**src/rtl/pmrs_pkg.sv**
```systemverilog
// Purpose: Constants and types for the power mode and reset sequencer
// Assumes: One 25 MHz clock drives all sequencing logic
// Notes: Mode field encodings and wait times live here only
package pmrs_pkg;
    // Operating-mode field encodings
    localparam logic [1:0] OPM_RUN = 2'h0;
    localparam logic [1:0] OPM_HALT = 2'h1;
    localparam logic [1:0] OPM_STANDBY = 2'h2;
    // Status flag bit positions
    localparam int PD_BIT = 3;
    localparam int TO_BIT = 4;
    // Interrupt vector used on wake-up with interrupts enabled
    localparam logic [11:0] WAKE_VECTOR = 12'h008;
    // Clock and wait figures
    localparam int CLK_HZ = 25000000;
    localparam int HALT_WAKE_CYCLES = 16;
    localparam int OST_CYCLES = 16;
    // Power-up wait times in nanoseconds
    localparam int PWRUP_T0_NS = 140000;
    localparam int PWRUP_T1_NS = 4500000;
    localparam int PWRUP_T2_NS = 18000000;
    localparam int PWRUP_T3_NS = 72000000;
    localparam int PWRUP_T4_NS = 288000000;
    localparam int CLK_PERIOD_NS = 1000000000 / CLK_HZ;
    // Least times round up to whole cycles
    localparam int PWRUP_C0 = (PWRUP_T0_NS + CLK_PERIOD_NS - 1) / CLK_PERIOD_NS;
    localparam int PWRUP_C1 = (PWRUP_T1_NS + CLK_PERIOD_NS - 1) / CLK_PERIOD_NS;
    localparam int PWRUP_C2 = (PWRUP_T2_NS + CLK_PERIOD_NS - 1) / CLK_PERIOD_NS;
    localparam int PWRUP_C3 = (PWRUP_T3_NS + CLK_PERIOD_NS - 1) / CLK_PERIOD_NS;
    localparam int PWRUP_C4 = (PWRUP_T4_NS + CLK_PERIOD_NS - 1) / CLK_PERIOD_NS;
    localparam int CNT_W = 24;
    // Sequencer states, Gray coded along reset -> wait -> ost -> run
    typedef enum logic [2:0] {
        ST_RESET = 3'h0,
        ST_PWRUP = 3'h1,
        ST_OST = 3'h3,
        ST_RUN = 3'h2,
        ST_STANDBY = 3'h6,
        ST_HALT = 3'h7,
        ST_HWAKE = 3'h5
    } pmrs_state_t;
endpackage : pmrs_pkg

```
**src/rtl/pmrs_counter.sv**
```systemverilog
// Purpose: Loadable down-counter that flags when a wait has elapsed
// Assumes: Load may come in the same cycle as run; load wins
// Notes: Done is a level that stands until the next load
module pmrs_counter #(
    parameter int WIDTH = 24
) (
    // Clock and reset
    input wire logic clock,
    input wire logic srst,
    // Control
    input wire logic load,
    input wire logic [WIDTH-1:0] load_value,
    input wire logic run,
    // Status
    output logic done
);
    logic [WIDTH-1:0] count_reg;
    logic [WIDTH-1:0] count_next;
    logic done_reg;
    logic done_next;

    if (WIDTH < 5) begin : g_width_chk
        $error("pmrs_counter width too small");
    end

    // Count down while running, stop at one
    always_comb begin
        count_next = count_reg;
        done_next = done_reg;
        if (load) begin
            count_next = load_value;
            done_next = 1'b0;
        end else if (run && !done_reg) begin
            if (count_reg <= {{(WIDTH-1){1'b0}}, 1'b1}) begin
                done_next = 1'b1;
            end else begin
                count_next = count_reg - {{(WIDTH-1){1'b0}}, 1'b1};
            end
        end
    end

    // Register stage
    always_ff @(posedge clock) begin
        if (srst) begin
            count_reg <= '0;
            done_reg <= 1'b0;
        end else begin
            count_reg <= count_next;
            done_reg <= done_next;
        end
    end

    assign done = done_reg;
endmodule : pmrs_counter

```
**src/rtl/pmrs_sequencer.sv**
```systemverilog
// Purpose: Low-power mode control and reset sequencing for a small MCU
// Assumes: All event inputs are synchronous to clock; all but the reset events are single-cycle pulses
// Notes: Power-up time is chosen by a three-bit setting, codes above 4 use the longest
module pmrs_sequencer (
    // Clock and reset
    input wire logic clock,
    input wire logic srst,
    // Reset event sources
    input wire logic power_on_detect,
    input wire logic low_voltage_reset,
    input wire logic ext_reset_n,
    input wire logic watchdog_reset,
    // Configuration
    input wire logic [2:0] pwrup_time_sel,
    input wire logic startup_high_osc,
    // CPU writes to the oscillator control field
    input wire logic osc_ctrl_write,
    input wire logic [1:0] op_mode_wdata,
    input wire logic stop_high_osc_wdata,
    input wire logic high_osc_select_wdata,
    // CPU instructions
    input wire logic halt_instr,
    input wire logic watchdog_clear_instr,
    input wire logic irq_enable_instr,
    input wire logic irq_disable_instr,
    // Wake-up events
    input wire logic timer0_overflow,
    input wire logic timer1_underflow,
    input wire logic watchdog_timeout,
    input wire logic portb_change,
    input wire logic ext_interrupt,
    input wire logic low_voltage_detect,
    // Peripheral enables from software
    input wire logic timer0_enable,
    input wire logic timer1_enable,
    input wire logic periph_enable,
    // Control and status
    output logic [1:0] op_mode_sel,
    output logic stop_high_osc,
    output logic high_osc_select,
    output logic timeout_flag,
    output logic power_down_flag,
    output logic irq_global_enable,
    // Clock and execution control
    output logic high_osc_run,
    output logic low_osc_run,
    output logic system_clock_high,
    output logic cpu_run,
    output logic cpu_in_reset,
    output logic watchdog_clear,
    output logic wake_vector_req,
    output logic [11:0] wake_vector,
    // Peripheral gating
    output logic timer0_run,
    output logic timer1_run,
    output logic periph_run
);
    ////////////////////////////////////////////////////////////////////////
    // State and registers
    pmrs_pkg::pmrs_state_t state_reg, state_next;
    logic [1:0] mode_reg, mode_next;
    logic stop_reg, stop_next;
    logic hsel_reg, hsel_next;
    logic to_reg, to_next;
    logic pd_reg, pd_next;
    logic gie_reg, gie_next;
    logic wdclr_reg, wdclr_next;
    logic vreq_reg, vreq_next;
    logic hosc_reg, hosc_next;
    logic losc_reg, losc_next;
    logic t0_reg, t0_next;
    logic t1_reg, t1_next;
    logic per_reg, per_next;
    logic cnt_load;
    logic cnt_run;
    logic cnt_done;
    logic [pmrs_pkg::CNT_W-1:0] cnt_value;
    logic reset_event;
    logic in_halt;

    // Power-up count for a given selection code
    function automatic logic [pmrs_pkg::CNT_W-1:0] pwrup_count(input logic [2:0] sel);
        case (sel)
            3'h0: pwrup_count = pmrs_pkg::CNT_W'(pmrs_pkg::PWRUP_C0);
            3'h1: pwrup_count = pmrs_pkg::CNT_W'(pmrs_pkg::PWRUP_C1);
            3'h2: pwrup_count = pmrs_pkg::CNT_W'(pmrs_pkg::PWRUP_C2);
            3'h3: pwrup_count = pmrs_pkg::CNT_W'(pmrs_pkg::PWRUP_C3);
            default: pwrup_count = pmrs_pkg::CNT_W'(pmrs_pkg::PWRUP_C4);
        endcase
    endfunction : pwrup_count

    ////////////////////////////////////////////////////////////////////////
    // Shared wait counter for power-up, start-up and halt wake
    pmrs_counter #(
        .WIDTH(pmrs_pkg::CNT_W)
    ) u_wait (
        .clock(clock),
        .srst(srst),
        .load(cnt_load),
        .load_value(cnt_value),
        .run(cnt_run),
        .done(cnt_done)
    );

    assign reset_event = power_on_detect | low_voltage_reset | !ext_reset_n
        | watchdog_reset;
    assign in_halt = (state_reg == pmrs_pkg::ST_HALT) || (state_reg == pmrs_pkg::ST_HWAKE);

    ////////////////////////////////////////////////////////////////////////
    // Next-state logic
    always_comb begin
        state_next = state_reg;
        mode_next = mode_reg;
        stop_next = stop_reg;
        hsel_next = hsel_reg;
        to_next = to_reg;
        pd_next = pd_reg;
        gie_next = gie_reg;
        wdclr_next = 1'b0;
        vreq_next = 1'b0;
        cnt_load = 1'b0;
        cnt_run = 1'b0;
        cnt_value = pwrup_count(pwrup_time_sel);
        if (reset_event) begin
            // Flags follow the cause; a held event keeps what its onset set
            if (power_on_detect || low_voltage_reset) begin
                to_next = 1'b1;
                pd_next = 1'b1;
            end else if (watchdog_reset) begin
                to_next = 1'b0;
                pd_next = (state_reg == pmrs_pkg::ST_RESET) ? pd_reg : !in_halt;
            end else if (in_halt) begin
                to_next = 1'b1;
                pd_next = 1'b1;
            end
            state_next = pmrs_pkg::ST_RESET;
            mode_next = pmrs_pkg::OPM_RUN;
            stop_next = 1'b0;
            gie_next = 1'b0;
        end else begin
            case (state_reg)
                pmrs_pkg::ST_RESET: begin
                    // Release: start the power-up wait
                    cnt_load = 1'b1;
                    hsel_next = startup_high_osc;
                    state_next = pmrs_pkg::ST_PWRUP;
                end
                pmrs_pkg::ST_PWRUP: begin
                    cnt_run = 1'b1;
                    if (cnt_done) begin
                        cnt_load = 1'b1;
                        cnt_value = pmrs_pkg::CNT_W'(pmrs_pkg::OST_CYCLES);
                        state_next = pmrs_pkg::ST_OST;
                    end
                end
                pmrs_pkg::ST_OST: begin
                    cnt_run = 1'b1;
                    if (cnt_done) begin
                        state_next = pmrs_pkg::ST_RUN;
                    end
                end
                pmrs_pkg::ST_RUN: begin
                    if (irq_enable_instr) begin
                        gie_next = 1'b1;
                    end else if (irq_disable_instr) begin
                        gie_next = 1'b0;
                    end
                    if (watchdog_clear_instr) begin
                        to_next = 1'b1;
                        pd_next = 1'b1;
                        wdclr_next = 1'b1;
                    end
                    if (halt_instr) begin
                        to_next = 1'b1;
                        pd_next = 1'b0;
                        wdclr_next = 1'b1;
                        mode_next = pmrs_pkg::OPM_HALT;
                        state_next = pmrs_pkg::ST_HALT;
                    end else if (osc_ctrl_write) begin
                        // Stop bit and mode land in the same write
                        stop_next = stop_high_osc_wdata;
                        hsel_next = high_osc_select_wdata;
                        mode_next = op_mode_wdata;
                        if (op_mode_wdata == pmrs_pkg::OPM_HALT) begin
                            to_next = 1'b1;
                            pd_next = 1'b0;
                            wdclr_next = 1'b1;
                            state_next = pmrs_pkg::ST_HALT;
                        end else if (op_mode_wdata == pmrs_pkg::OPM_STANDBY) begin
                            state_next = pmrs_pkg::ST_STANDBY;
                        end
                    end
                end
                pmrs_pkg::ST_STANDBY: begin
                    if (timer0_overflow || timer1_underflow || watchdog_timeout
                        || portb_change || ext_interrupt || low_voltage_detect) begin
                        mode_next = pmrs_pkg::OPM_RUN;
                        vreq_next = gie_reg;
                        state_next = pmrs_pkg::ST_RUN;
                    end
                end
                pmrs_pkg::ST_HALT: begin
                    if (watchdog_timeout || portb_change || ext_interrupt) begin
                        cnt_load = 1'b1;
                        cnt_value = pmrs_pkg::CNT_W'(pmrs_pkg::HALT_WAKE_CYCLES);
                        state_next = pmrs_pkg::ST_HWAKE;
                    end
                end
                pmrs_pkg::ST_HWAKE: begin
                    cnt_run = 1'b1;
                    if (cnt_done) begin
                        mode_next = pmrs_pkg::OPM_RUN;
                        vreq_next = gie_reg;
                        state_next = pmrs_pkg::ST_RUN;
                    end
                end
                default: begin
                    state_next = pmrs_pkg::ST_RESET;
                end
            endcase
        end
    end

    ////////////////////////////////////////////////////////////////////////
    // Oscillator and peripheral gating from the next state
    always_comb begin
        hosc_next = 1'b1;
        losc_next = 1'b1;
        t0_next = timer0_enable;
        t1_next = timer1_enable;
        per_next = periph_enable;
        // Stop bit may only stop the high osc while slow mode is selected
        if (stop_next && !hsel_next) begin
            hosc_next = 1'b0;
        end
        if (state_next == pmrs_pkg::ST_HALT) begin
            hosc_next = 1'b0;
            losc_next = 1'b0;
            t0_next = 1'b0;
            t1_next = 1'b0;
            per_next = 1'b0;
        end else if (state_next == pmrs_pkg::ST_STANDBY) begin
            per_next = periph_enable;
        end else if (state_next != pmrs_pkg::ST_RUN) begin
            // Restart paths keep the oscillators up for settling; halt wake keeps the high osc off if stopped in slow mode
            t0_next = 1'b0;
            t1_next = 1'b0;
            per_next = 1'b0;
        end
    end

    ////////////////////////////////////////////////////////////////////////
    // Register stage
    always_ff @(posedge clock) begin
        if (srst) begin
            state_reg <= pmrs_pkg::ST_RESET;
            mode_reg <= pmrs_pkg::OPM_RUN;
            stop_reg <= 1'b0;
            hsel_reg <= 1'b1;
            to_reg <= 1'b1;
            pd_reg <= 1'b1;
            gie_reg <= 1'b0;
            wdclr_reg <= 1'b0;
            vreq_reg <= 1'b0;
            hosc_reg <= 1'b1;
            losc_reg <= 1'b1;
            t0_reg <= 1'b0;
            t1_reg <= 1'b0;
            per_reg <= 1'b0;
        end else begin
            state_reg <= state_next;
            mode_reg <= mode_next;
            stop_reg <= stop_next;
            hsel_reg <= hsel_next;
            to_reg <= to_next;
            pd_reg <= pd_next;
            gie_reg <= gie_next;
            wdclr_reg <= wdclr_next;
            vreq_reg <= vreq_next;
            hosc_reg <= hosc_next;
            losc_reg <= losc_next;
            t0_reg <= t0_next;
            t1_reg <= t1_next;
            per_reg <= per_next;
        end
    end

    ////////////////////////////////////////////////////////////////////////
    // Outputs from flip-flops, except state decodes cpu_run, cpu_in_reset and the constant wake_vector
    assign op_mode_sel = mode_reg;
    assign stop_high_osc = stop_reg;
    assign high_osc_select = hsel_reg;
    assign timeout_flag = to_reg;
    assign power_down_flag = pd_reg;
    assign irq_global_enable = gie_reg;
    assign high_osc_run = hosc_reg;
    assign low_osc_run = losc_reg;
    assign system_clock_high = hsel_reg;
    assign cpu_run = (state_reg == pmrs_pkg::ST_RUN);
    assign cpu_in_reset = (state_reg == pmrs_pkg::ST_RESET) || (state_reg == pmrs_pkg::ST_PWRUP)
        || (state_reg == pmrs_pkg::ST_OST);
    assign watchdog_clear = wdclr_reg;
    assign wake_vector_req = vreq_reg;
    assign wake_vector = pmrs_pkg::WAKE_VECTOR;
    assign timer0_run = t0_reg;
    assign timer1_run = t1_reg;
    assign periph_run = per_reg;
endmodule : pmrs_sequencer

```
**config.mk**
```make
export PLATFORM = sky130hd
export DESIGN_NAME = pmrs_sequencer
export DESIGN_NICKNAME = d
export VERILOG_FILES = /design/src/rtl/pmrs_pkg.sv /design/src/rtl/pmrs_counter.sv /design/src/rtl/pmrs_sequencer.sv
export SDC_FILE = /design/constraint.sdc
export NUM_CORES = 1
export LEC_CHECK = 0
export BUFFER_PORTS_ARGS = -buffer_cell sky130_fd_sc_hd__buf_2
export CELL_PAD_IN_SITES_DETAIL_PLACEMENT = 0
export CELL_PAD_IN_SITES_GLOBAL_PLACEMENT = 1
export CORE_UTILIZATION = 37
export CTS_BUF_LIST = sky130_fd_sc_hd__clkbuf_2
export CTS_CLUSTER_SIZE = 28
export DETAILED_ROUTE_END_ITERATION = 7
export PLACE_DENSITY = 0.81
export SETUP_SLACK_MARGIN = 0.1
export SYNTH_ARGS = -nofsm -noshare
export SYNTH_HDL_FRONTEND = slang
export SYNTH_SLANG_ARGS = --single-unit
export TNS_END_PERCENT = 5
```
**constraint.sdc**
```tcl
create_clock -name clock -period 2.1 [get_ports clock]
set_input_delay 0.42 -clock clock [delete_from_list [all_inputs] [get_ports clock]]
set_output_delay 0.42 -clock clock [all_outputs]
set_load 0.01 [all_outputs]
```
==> summary.md, run 1 <==
| Metric | Value |
|---|---|
| Met3 Use GR | `0.04807` |
| R2R Path End | `u_wait.count_reg[2]` |
| Met2 Track Usage GR | `0.3961` |
| TritonCTS clock tree | `built` |
| Sw Ratio | `0.3532` |
| Core Area | `between 6000 and 7000 um^2` |
| First-pass GRT wire length | `14.16 mm` |
| Worst Hold Depth | `2` |
| Number of global-route vias before repair | `~3000` |
| Slowest cell on the critical path | `or4_4` |
| Clk slew on worst S/H paths | `0.26 ns` |
| Ant diodes | `0` |
| Power Dens Cells | `about 490 nW/um^2` |
| Final non-filler cell total | `~540` |
| Final hold viol count | `0` |
| Starting DRC count in detailed routing | `between 150 and 200` |
| Async S/R FF share, synth | `0` |
| Status | `complete, but fails checks` |
| Count of state elements after synthesis | `42` |
| Drt drc | `0` |
| Final Total Pwr | `around 1.8 mW` |
| P_sw | `just over 600 uW` |
| Power share of the clock group | `0.237` |
| Max reg flops | `24` |
| Detail Route Antenna Nets | `0` |
| Worst reg2reg path startpoint | `u_wait.count_reg[4]` |
| # nets final | `roughly 470` |
| Seq pwr share | `0.472` |
| CTS Buffer Depth | `2` |
| Final min period | `between 2 and 2.5 ns` |
| MaxCap Viol Count | `0` |
| Drt wl/cell | `roughly 16 um` |
| Worst-Skew Late Latency | `approximately 0.44 ns` |
| Share of layout cells above drive strength 1 | `0.3568` |
| H-tree levels | `2` |
| Placed Area | `around 3400 um^2` |
| Die ar. | `between 7000 and 8000 um^2` |
| GRT busiest layer | `met2` |
| Largest net degree at the start of global routing | `23` |
| GRT Util Overall | `0.2330` |
| Combinational share of power | `0.290` |
| DP Cell Count | `526` |
| Die X | `just under 90 um` |
| Share of the synthesized area in the top cell type | `0.3087` |
| RSZ-0062 raised after global routing | `yes` |
| P_int | `1.136 mW` |
| Total gr overflow | `0` |
| Most used DFF post-synth | `dfxtp_1` |
| YS warnings | `0` |
| Final core occ | `0.5207` |
| Hold Crit Class | `input port to flip-flop` |
| Post-Route WL | `8.481 mm` |
| Failing checks | `setup timing` |
| Crit path cell chain | `or3_4, or4_4, o41a_4, o22a_1, o221a_1` |
| CTS Sinks | `42` |
| PortBufs | `44` |
| Clock root buffer | `clkbuf_2` |
| Final Instance Area | `3616 um^2` |
| Met1 usage | `0.2879` |
| Leading area contributor after synthesis | `dfxtp_1` |
| Critical path origin | `u_wait.count_reg[4]` |
| Synthesized instance count | `between 300 and 400` |
| Die height | `87.80 um` |
| Drt first pass iters | `5` |
| Critical path class | `flip-flop to flip-flop` |
| RePlAce Congestion | `approximately 0.9` |
| Worst Hold End | `timer0_run` |
| Startpoint Class | `flip-flop` |
| Routed vias/inst | `5.840` |
| Critical Path Max Stage Delay | `0.53 ns` |
| Synthesis-to-finish area growth | `32.75%` |
| Final period util | `1.076` |
| Hold_buf cts | `0` |
| CTS buffer count | `5` |
| CP Max Fanout | `6` |
| EDFF count, synth | `0` |
| Synth Cell Area | `about 2700 um^2` |
| Library cells used by synthesis | `64` |
| Setup slack, reg-to-reg | `-0.16 ns` |
| Critical Path End Type | `flip-flop` |
| Vias | `3130` |
| CP arrival | `2.62 ns` |
| Static Leak | `1.525 nW` |
| Layout Skew | `approximately 0.017 ns` |
| Slew @ Worst Pin | `between 0.7 and 0.8 ns` |
| Row count | `30` |
| Worst IR Drop VDD | `between 0.2 and 0.3 mV` |
| Reg2Reg Depth | `5` |
| HPWL after DPL | `around 6.2 mm` |
| Initial core utilization | `0.3923` |
| Fin. max-slew vios | `0` |
| Number of antenna violations at the first check in global routing | `0` |
| Synth area leaders | `dfxtp_1 (31%), a21oi_1 (4.2%), nor2_1 (4.1%), nor3_1 (3.9%), o22ai_1 (3.7%)` |
| Post-synthesis sequential area ratio | `0.3087` |
| Avg Inst Size Synth | `between 7 and 8 um^2` |
| Fin worst setup slack | `-0.1596 ns` |
| Max-slew headroom | `0.5218` |
| IO Count | `57` |
| HP Start | `timer0_enable` |
| # setup viols final | `20` |
| Worst Path Required | `approximately 2.5 ns` |
| Max Clock Freq | `442.6 MHz` |
-- critical path: cells and delay by family, from the launching register on --
kind,cells,cell delay (ns)
AO/OA/AOI/OAI,3,0.89
flip-flops,1,0.38
AND/OR/NAND/NOR,2,0.91
-- power groups by stage --
stage / clock, mW / sequential, mW / combinational, mW
CTS: 0.426 / 0.829 / 0.468
floorplan: 0 / 0.844 / 0.279
global placement: 0 / 0.842 / 0.446
global route: 0.469 / 0.833 / 0.553
detailed placement: 0 / 0.843 / 0.447
finish: 0.417 / 0.830 / 0.510
-- metrics by stage --
step / hold WS (ns) / setup slack (ns) / setup TNS (ns)
2_1_floorplan: 0.4705 / -0.1167 / -1.306
3_3_place_gp: 0.4433 / -0.2165 / -3.825
3_5_place_dp: 0.4555 / -0.2544 / -4.521
4_1_cts: 0.1906 / -0.2198 / -3.510
5_1_grt: 0.1465 / -0.2062 / -3.007
6_report: 0.1935 / -0.1596 / -1.784
-- placed cells by master, fill, tap and decap left out, types with 6 or more instances in the layout --
cell type / count
buf_4: 61
buf_2: 44
dfxtp_1: 36
nor2_1: 29
a21oi_1: 23
nor3_1: 21
nand2_1: 17
inv_1: 15
conb_1: 12
o22ai_1: 10
o21ai_0: 9
a211oi_1: 8
nor2b_1: 6
nand3_1: 6
nand4_1: 6
and3_1: 6
a221oi_1: 6
o22ai_2: 6
dfxtp_2: 6
-- synth_stat cells, types with 9 or more instances --
library cell  count
clkbuf_1         13
nand2_1          17
dfxtp_1          42
o22ai_1          16
inv_1            17
a211oi_1         10
o21ai_0           9
nor2_1           30
a21oi_1          23
nor3_1           21
buf_4            13
-- area by class of cell --
| type | instances | area (um^2) |
|---|---|---|
| inverter | 17 | 63.81 |
| tap | 96 | 120.1 |
| timing repair buffer | 108 | 720.7 |
| clock buffer | 5 | 25.02 |
| clock inverter | 3 | 25.02 |
| multi-input combinational | 265 | 1813 |
| fill | 712 | 3328 |
| sequential | 42 | 848.3 |
-- logic make-up after synthesis --
family	Yosys count	share of synthesized area
AND/OR/NAND/NOR	126	0.2458
adder cells (fa/ha/maj)	2	0.009185
buffers and inverters	53	0.09646
AO/OA/AOI/OAI	120	0.3238
flip-flops	42	0.3087
multiplexers	1	0.003675
XOR/XNOR	3	0.009648
other	2	0.002757
-- timing repair --
action,in CTS,in global routing
buffers inserted,0,1
cloned,1,0
endpoints found under the setup margin,25,26
pin swaps,10,3
gates resized for setup,18,11
-- how the worst max path moves through the flow --
stage                                 endpoint  slack [ns]  cells after the start
after CTS                  u_wait.count_reg[2]       -0.22                      5
after floorplan           u_wait.count_reg[20]       -0.12                      8
after global routing      u_wait.count_reg[17]       -0.21                      6
final                      u_wait.count_reg[2]       -0.16                      5
after global placement     u_wait.count_reg[6]       -0.22                      7
after detailed placement   u_wait.count_reg[1]       -0.25                      5
-- per-layer routing --
metal / part of all wire / wire (um)
met1: 0.44 / 3703
met2: 0.49 / 4156
met3: 0.052 / 437
met4: 0.022 / 183
met5: 0 / 0
Power figures use the tool's default switching activity.
==> inputs of run 2 (changes only) <==
--- a/config.mk
+++ b/config.mk
@@ -6,13 +6,14 @@
 export NUM_CORES = 1
 export LEC_CHECK = 0
 export BUFFER_PORTS_ARGS = -buffer_cell sky130_fd_sc_hd__buf_2
+export CAP_MARGIN = 25
 export CELL_PAD_IN_SITES_DETAIL_PLACEMENT = 0
 export CELL_PAD_IN_SITES_GLOBAL_PLACEMENT = 1
 export CORE_UTILIZATION = 37
 export CTS_BUF_LIST = sky130_fd_sc_hd__clkbuf_2
 export CTS_CLUSTER_SIZE = 28
 export DETAILED_ROUTE_END_ITERATION = 7
-export PLACE_DENSITY = 0.81
+export PLACE_DENSITY_LB_ADDON = 0.08
 export SETUP_SLACK_MARGIN = 0.1
 export SYNTH_ARGS = -nofsm -noshare
 export SYNTH_HDL_FRONTEND = slang
==> summary.md, run 2 (synthesized netlist as in run 1, its figures left out) <==
| Metric | Value |
|---|---|
| HPWL after DPL | `6.209 mm` |
| Number of global-route vias before repair | `around 2900` |
| Filler instances | `approximately 680` |
| CTS Sinks | `42` |
| H-tree levels | `2` |
| Critical Path Max Stage Delay | `roughly 0.54 ns` |
| MaxCap Viol Count | `0` |
| CP arrival | `~2.6 ns` |
| Die height | `between 80 and 90 um` |
| CP Max Fanout | `6` |
| Status | `complete, but fails checks` |
| Die X | `87.80 um` |
| Layout Skew | `roughly 0.017 ns` |
| Critical path class | `flip-flop to flip-flop` |
| PortBufs | `44` |
| Final period util | `1.068` |
| Max-slew headroom | `0.6593` |
| Final core occ | `0.5146` |
| Vias | `3055` |
| Synthesis-to-finish area growth | `31.19%` |
| Worst IR Drop VDD | `between 0.2 and 0.3 mV` |
| Fin. max-slew vios | `0` |
| Slowest cell on the critical path | `or4_4` |
| Crit path cell chain | `or3_4, or4_4, o41a_4, o22a_1, o221a_1` |
| # nets final | `465` |
| Clk slew on worst S/H paths | `around 0.24 ns` |
| Drt first pass iters | `4` |
| Static Leak | `1.489 nW` |
| Share of layout cells above drive strength 1 | `0.3303` |
| Critical Path End Type | `flip-flop` |
| Largest net degree at the start of global routing | `23` |
| First-pass GRT wire length | `roughly 14 mm` |
| Ant diodes | `0` |
| RePlAce Congestion | `around 0.83` |
| Max Clock Freq | `446.0 MHz` |
| Commonest cells after routing, fill and taps aside | `buf_4 (57), buf_2 (44), dfxtp_1 (38), nor2_1 (29), a21oi_1 (23)` |
| Core Area | `~7000 um^2` |
| Max reg flops | `24` |
| Worst-Skew Late Latency | `~0.42 ns` |
| Clock root buffer | `clkbuf_2` |
| Power Dens Cells | `slightly above 500 nW/um^2` |
| Final hold viol count | `0` |
| Starting DRC count in detailed routing | `153` |
| TritonCTS clock tree | `built` |
| Failing checks | `setup timing` |
| Die ar. | `7709 um^2` |
| Hold_ws | `roughly 0.22 ns` |
| Routed vias/inst | `5.742` |
| Setup slack, reg-to-reg | `-0.14 ns` |
| Drt wl/cell | `between 15 and 20 um` |
| CTS Buffer Depth | `2` |
| Most common cell after layout, fill and taps aside | `buf_4` |
| Fin worst setup slack | `-0.1420 ns` |
| DP Cell Count | `521` |
| CTS buffer count | `5` |
| Number of antenna violations at the first check in global routing | `0` |
| Initial core utilization | `0.3923` |
| Hold_buf cts | `0` |
| IO Count | `57` |
| Placed Area | `3378 um^2` |
| Worst Path Required | `between 2 and 2.5 ns` |
| Hold Crit Class | `input port to flip-flop` |
| GRT Util Overall | `0.2299` |
| Final Total Pwr | `about 1.8 mW` |
| RSZ-0062 raised after global routing | `yes` |
| # setup viols final | `21` |
| Final min period | `roughly 2.2 ns` |
| Detail Route Antenna Nets | `0` |
| Drt drc | `0` |
| Total gr overflow | `0` |
| Final Instance Area | `between 3000 and 4000 um^2` |
| Slew @ Worst Pin | `between 0.5 and 0.6 ns` |
| Post-Route WL | `8.691 mm` |
| Final non-filler cell total | `about 530` |
| Row count | `30` |
| Startpoint Class | `flip-flop` |
## run 2: cell count changes in the layout (fill, tap and decap cells not counted), sizes merged
cell      previous run  this run
clkinvlp             1         0
bufinv               0         1
buf                108       103
o41a                 2         3
clkinv               1         2
inv                 18        17
## run 2: stage by stage
| step | setup slack (ns) | TNS (ns) |
|---|---|---|
| 2_1_floorplan | -0.1167 | -1.306 |
| 3_3_place_gp | -0.2537 | -4.011 |
| 3_5_place_dp | -0.2948 | -4.377 |
| 4_1_cts | -0.2475 | -4.814 |
| 5_1_grt | -0.1749 | -2.400 |
| 6_report | -0.1420 | -1.386 |
## run 2: report_power, final
| part | leakage (nW) | internal, mW | switching, mW |
|---|---|---|---|
| combinational | 1.10 | 0.235 | 0.283 |
| sequential | 0.342 | 0.816 | 0.0131 |
| clock | 0.0427 | 0.198 | 0.289 |
| total | 1.49 | 1.25 | 0.584 |
## run 2: cell type report
class | instances | area [um^2] | share of cell area
multi-input combinational | 266 | 1790 | 0.5011
sequential | 42 | 845.8 | 0.2367
timing repair buffer | 103 | 688.2 | 0.1926
tap | 96 | 120.1 | 0.03361
inverter | 17 | 63.81 | 0.01786
clock inverter | 3 | 40.04 | 0.01120
clock buffer | 5 | 25.02 | 0.007003
## run 2: worst paths after layout
check                                          from                    to  depth (start not counted)
worst max register to register  u_wait.count_reg[3]  u_wait.count_reg[21]                          5
worst min register to register    irq_global_enable       wake_vector_req                          2
worst max-delay path            u_wait.count_reg[3]  u_wait.count_reg[21]                          5
worst min-delay path                  timer0_enable            timer0_run                          2
## run 2: layer usage
metal  GRT usage  wire (um)  vias to the layer above
li1            -          -                     1491
met1      0.2790       3739                     1443
met2      0.4052       4301                      104
met3     0.03676        454                       17
met4     0.08942        197                        0
met5           0          0                        -
## run 2: worst max-delay path: cells and delay by family, from the launching register on
kind	cells	cell delay, ns
flip-flops	1	0.37
AO/OA/AOI/OAI	3	0.87
AND/OR/NAND/NOR	2	0.93
## run 2: timing repair
action                                  4_1_cts  5_1_grt
resized for setup                             6       15
gates cloned                                  2        0
endpoints found under the hold margin         0        0
pin swaps                                     5        3
setup buffers                                 0        1
endpoints found under the setup margin       25       26
==> inputs of run 3 (changes only) <==
--- a/config.mk
+++ b/config.mk
@@ -9,12 +9,13 @@
 export CAP_MARGIN = 25
 export CELL_PAD_IN_SITES_DETAIL_PLACEMENT = 0
 export CELL_PAD_IN_SITES_GLOBAL_PLACEMENT = 1
-export CORE_UTILIZATION = 37
+export CORE_UTILIZATION = 41
 export CTS_BUF_LIST = sky130_fd_sc_hd__clkbuf_2
 export CTS_CLUSTER_SIZE = 28
 export DETAILED_ROUTE_END_ITERATION = 7
 export PLACE_DENSITY_LB_ADDON = 0.08
 export SETUP_SLACK_MARGIN = 0.1
+export SKIP_CTS_REPAIR_TIMING = 1
 export SYNTH_ARGS = -nofsm -noshare
 export SYNTH_HDL_FRONTEND = slang
 export SYNTH_SLANG_ARGS = --single-unit
==> constraint.sdc (replaced) <==
create_clock -name clock -period 2.4 [get_ports clock]
set_input_delay 0.48 -clock clock [delete_from_list [all_inputs] [get_ports clock]]
set_output_delay 0.48 -clock clock [all_outputs]
set_load 0.01 [all_outputs]
==> summary.md, run 3 (synthesized netlist as in run 1, its figures left out) <==
| Metric | Value |
|---|---|
| Critical Path Max Stage Delay | `0.56 ns` |
| Final period util | `0.9851` |
| PortBufs | `44` |
| Worst-Skew Late Latency | `between 0.4 and 0.5 ns` |
| GRT Util Overall | `0.2266` |
| Bufs and invs on worst path | `0` |
| Reg2Reg Depth | `5` |
| Fin. max-slew vios | `0` |
| CTS Buffer Depth | `2` |
| Clock root buffer | `clkbuf_2` |
| Fin worst setup slack | `roughly 0.036 ns` |
| Max reg flops | `24` |
| # setup viols final | `0` |
| MaxCap Viol Count | `0` |
| Largest net degree at the start of global routing | `29` |
| Number of global-route vias before repair | `around 2600` |
| Cell count along the critical path | `5` |
| Drt wl/cell | `between 15 and 20 um` |
| Die ar. | `between 6000 and 7000 um^2` |
| Worst Hold Depth | `2` |
| Final non-filler cell total | `493` |
| Core Area | `about 6400 um^2` |
| Hold_ws | `around 0.26 ns` |
| Die X | `between 80 and 90 um` |
| Final min period | `roughly 2.4 ns` |
| Number of antenna violations at the first check in global routing | `0` |
| Slowest cell on the critical path | `o41a_4` |
| Layout Skew | `about 0.043 ns` |
| RePlAce Congestion | `around 0.87` |
| IO Count | `57` |
| CTS Sinks | `42` |
| Worst IR Drop VDD | `between 0.2 and 0.3 mV` |
| CTS buffer count | `5` |
| Max-slew headroom | `0.6431` |
| First-pass GRT wire length | `~13 mm` |
| Dpl ws | `-0.03309 ns` |
| Status | `completed` |
| Detail Route Antenna Nets | `0` |
| Row count | `29` |
| Power Dens Cells | `between 400 and 500 nW/um^2` |
| Clk slew on worst S/H paths | `between 0.2 and 0.3 ns` |
| Share of layout cells above drive strength 1 | `0.2813` |
| Slew @ Worst Pin | `roughly 0.53 ns` |
| Critical Path End Type | `flip-flop` |
| Synthesis-to-finish area growth | `23.11%` |
| Die height | `83.51 um` |
| Hold Crit Class | `input port to flip-flop` |
| Starting DRC count in detailed routing | `209` |
| Commonest cells after routing, fill and taps aside | `buf_2 (44), dfxtp_1 (38), buf_4 (37), nor2_1 (29), a21oi_1 (23)` |
| Worst Path Required | `approximately 2.7 ns` |
| DP Cell Count | `between 400 and 500` |
| Crit path cell chain | `or2_2, or4_4, o41a_4, o22a_1, o221a_1` |
| Drt drc | `0` |
| CP top delay family | `compound AO/OA/AOI/OAI gates` |
| TritonCTS clock tree | `built` |
| Total gr overflow | `0` |
| Post-Route WL | `just over 8 mm` |
| CP Max Fanout | `7` |
| Drt first pass iters | `4` |
| # nets final | `445` |
| Startpoint Class | `flip-flop` |
| Routed vias/inst | `6.065` |
| Static Leak | `1.388 nW` |
| Max Clock Freq | `between 400 and 500 MHz` |
| Initial core utilization | `0.4265` |
| Ant diodes | `0` |
| CP arrival | `approximately 2.7 ns` |
| HPWL after DPL | `between 5 and 6 mm` |
| Final hold viol count | `0` |
| Vias | `2990` |
| Most common cell after layout, fill and taps aside | `buf_2` |
| H-tree levels | `2` |
| Setup TNS | `0 ns` |
| Critical path class | `flip-flop to flip-flop` |
| RSZ-0062 raised after global routing | `yes` |
[run 3: layout make-up]
cell class	count	area, um^2
inverters	17	63.81
repair buffers	84	558.0
flip-flops and latches	42	845.8
clock inverters	3	21.27
fillers	632	3033
clock buffers	5	25.02
well taps	77	96.34
multi-input cells	265	1743
[run 3: final timing paths]
kind,slack [ns],endpoint,from
worst min register to register,0.47,wake_vector_req,irq_global_enable
worst min-delay path,0.26,periph_run,periph_enable
worst max register to register,0.04,u_wait.count_reg[2],u_wait.count_reg[21]
worst max-delay path,0.04,u_wait.count_reg[2],u_wait.count_reg[21]
[run 3: worst register-to-register path, delay by kind of cell, from the launching register on]
kind,cells,cell delay (ns)
AOI/OAI and AO/OA,3,1.00
and+or+nand+nor,2,0.88
DFF,1,0.39
[run 3: power breakdown]
group | internal [mW] | switching [mW]
sequential | 0.715 | 0.0125
clock | 0.0718 | 0.268
combinational | 0.167 | 0.224
[run 3: per-stage QoR]
step	power (mW)	area [um^2]	utilization
floorplan	0.9802	2768	-
global placement	1.108	3229	0.5057
detailed placement	1.105	3229	0.5057
CTS	1.448	3276	0.5129
global route	1.541	3353	0.5251
finish	1.458	3353	0.5251
[run 3: metal layers]
layer / global-route usage / share of wire / up-vias
met4: 0.04314 / 0.0075 / 0
met5: 0 / 0 / -
met2: 0.3458 / 0.44 / 127
met1: 0.3335 / 0.48 / 1407
li1: - / - / 1447
met3: 0.04352 / 0.076 / 9
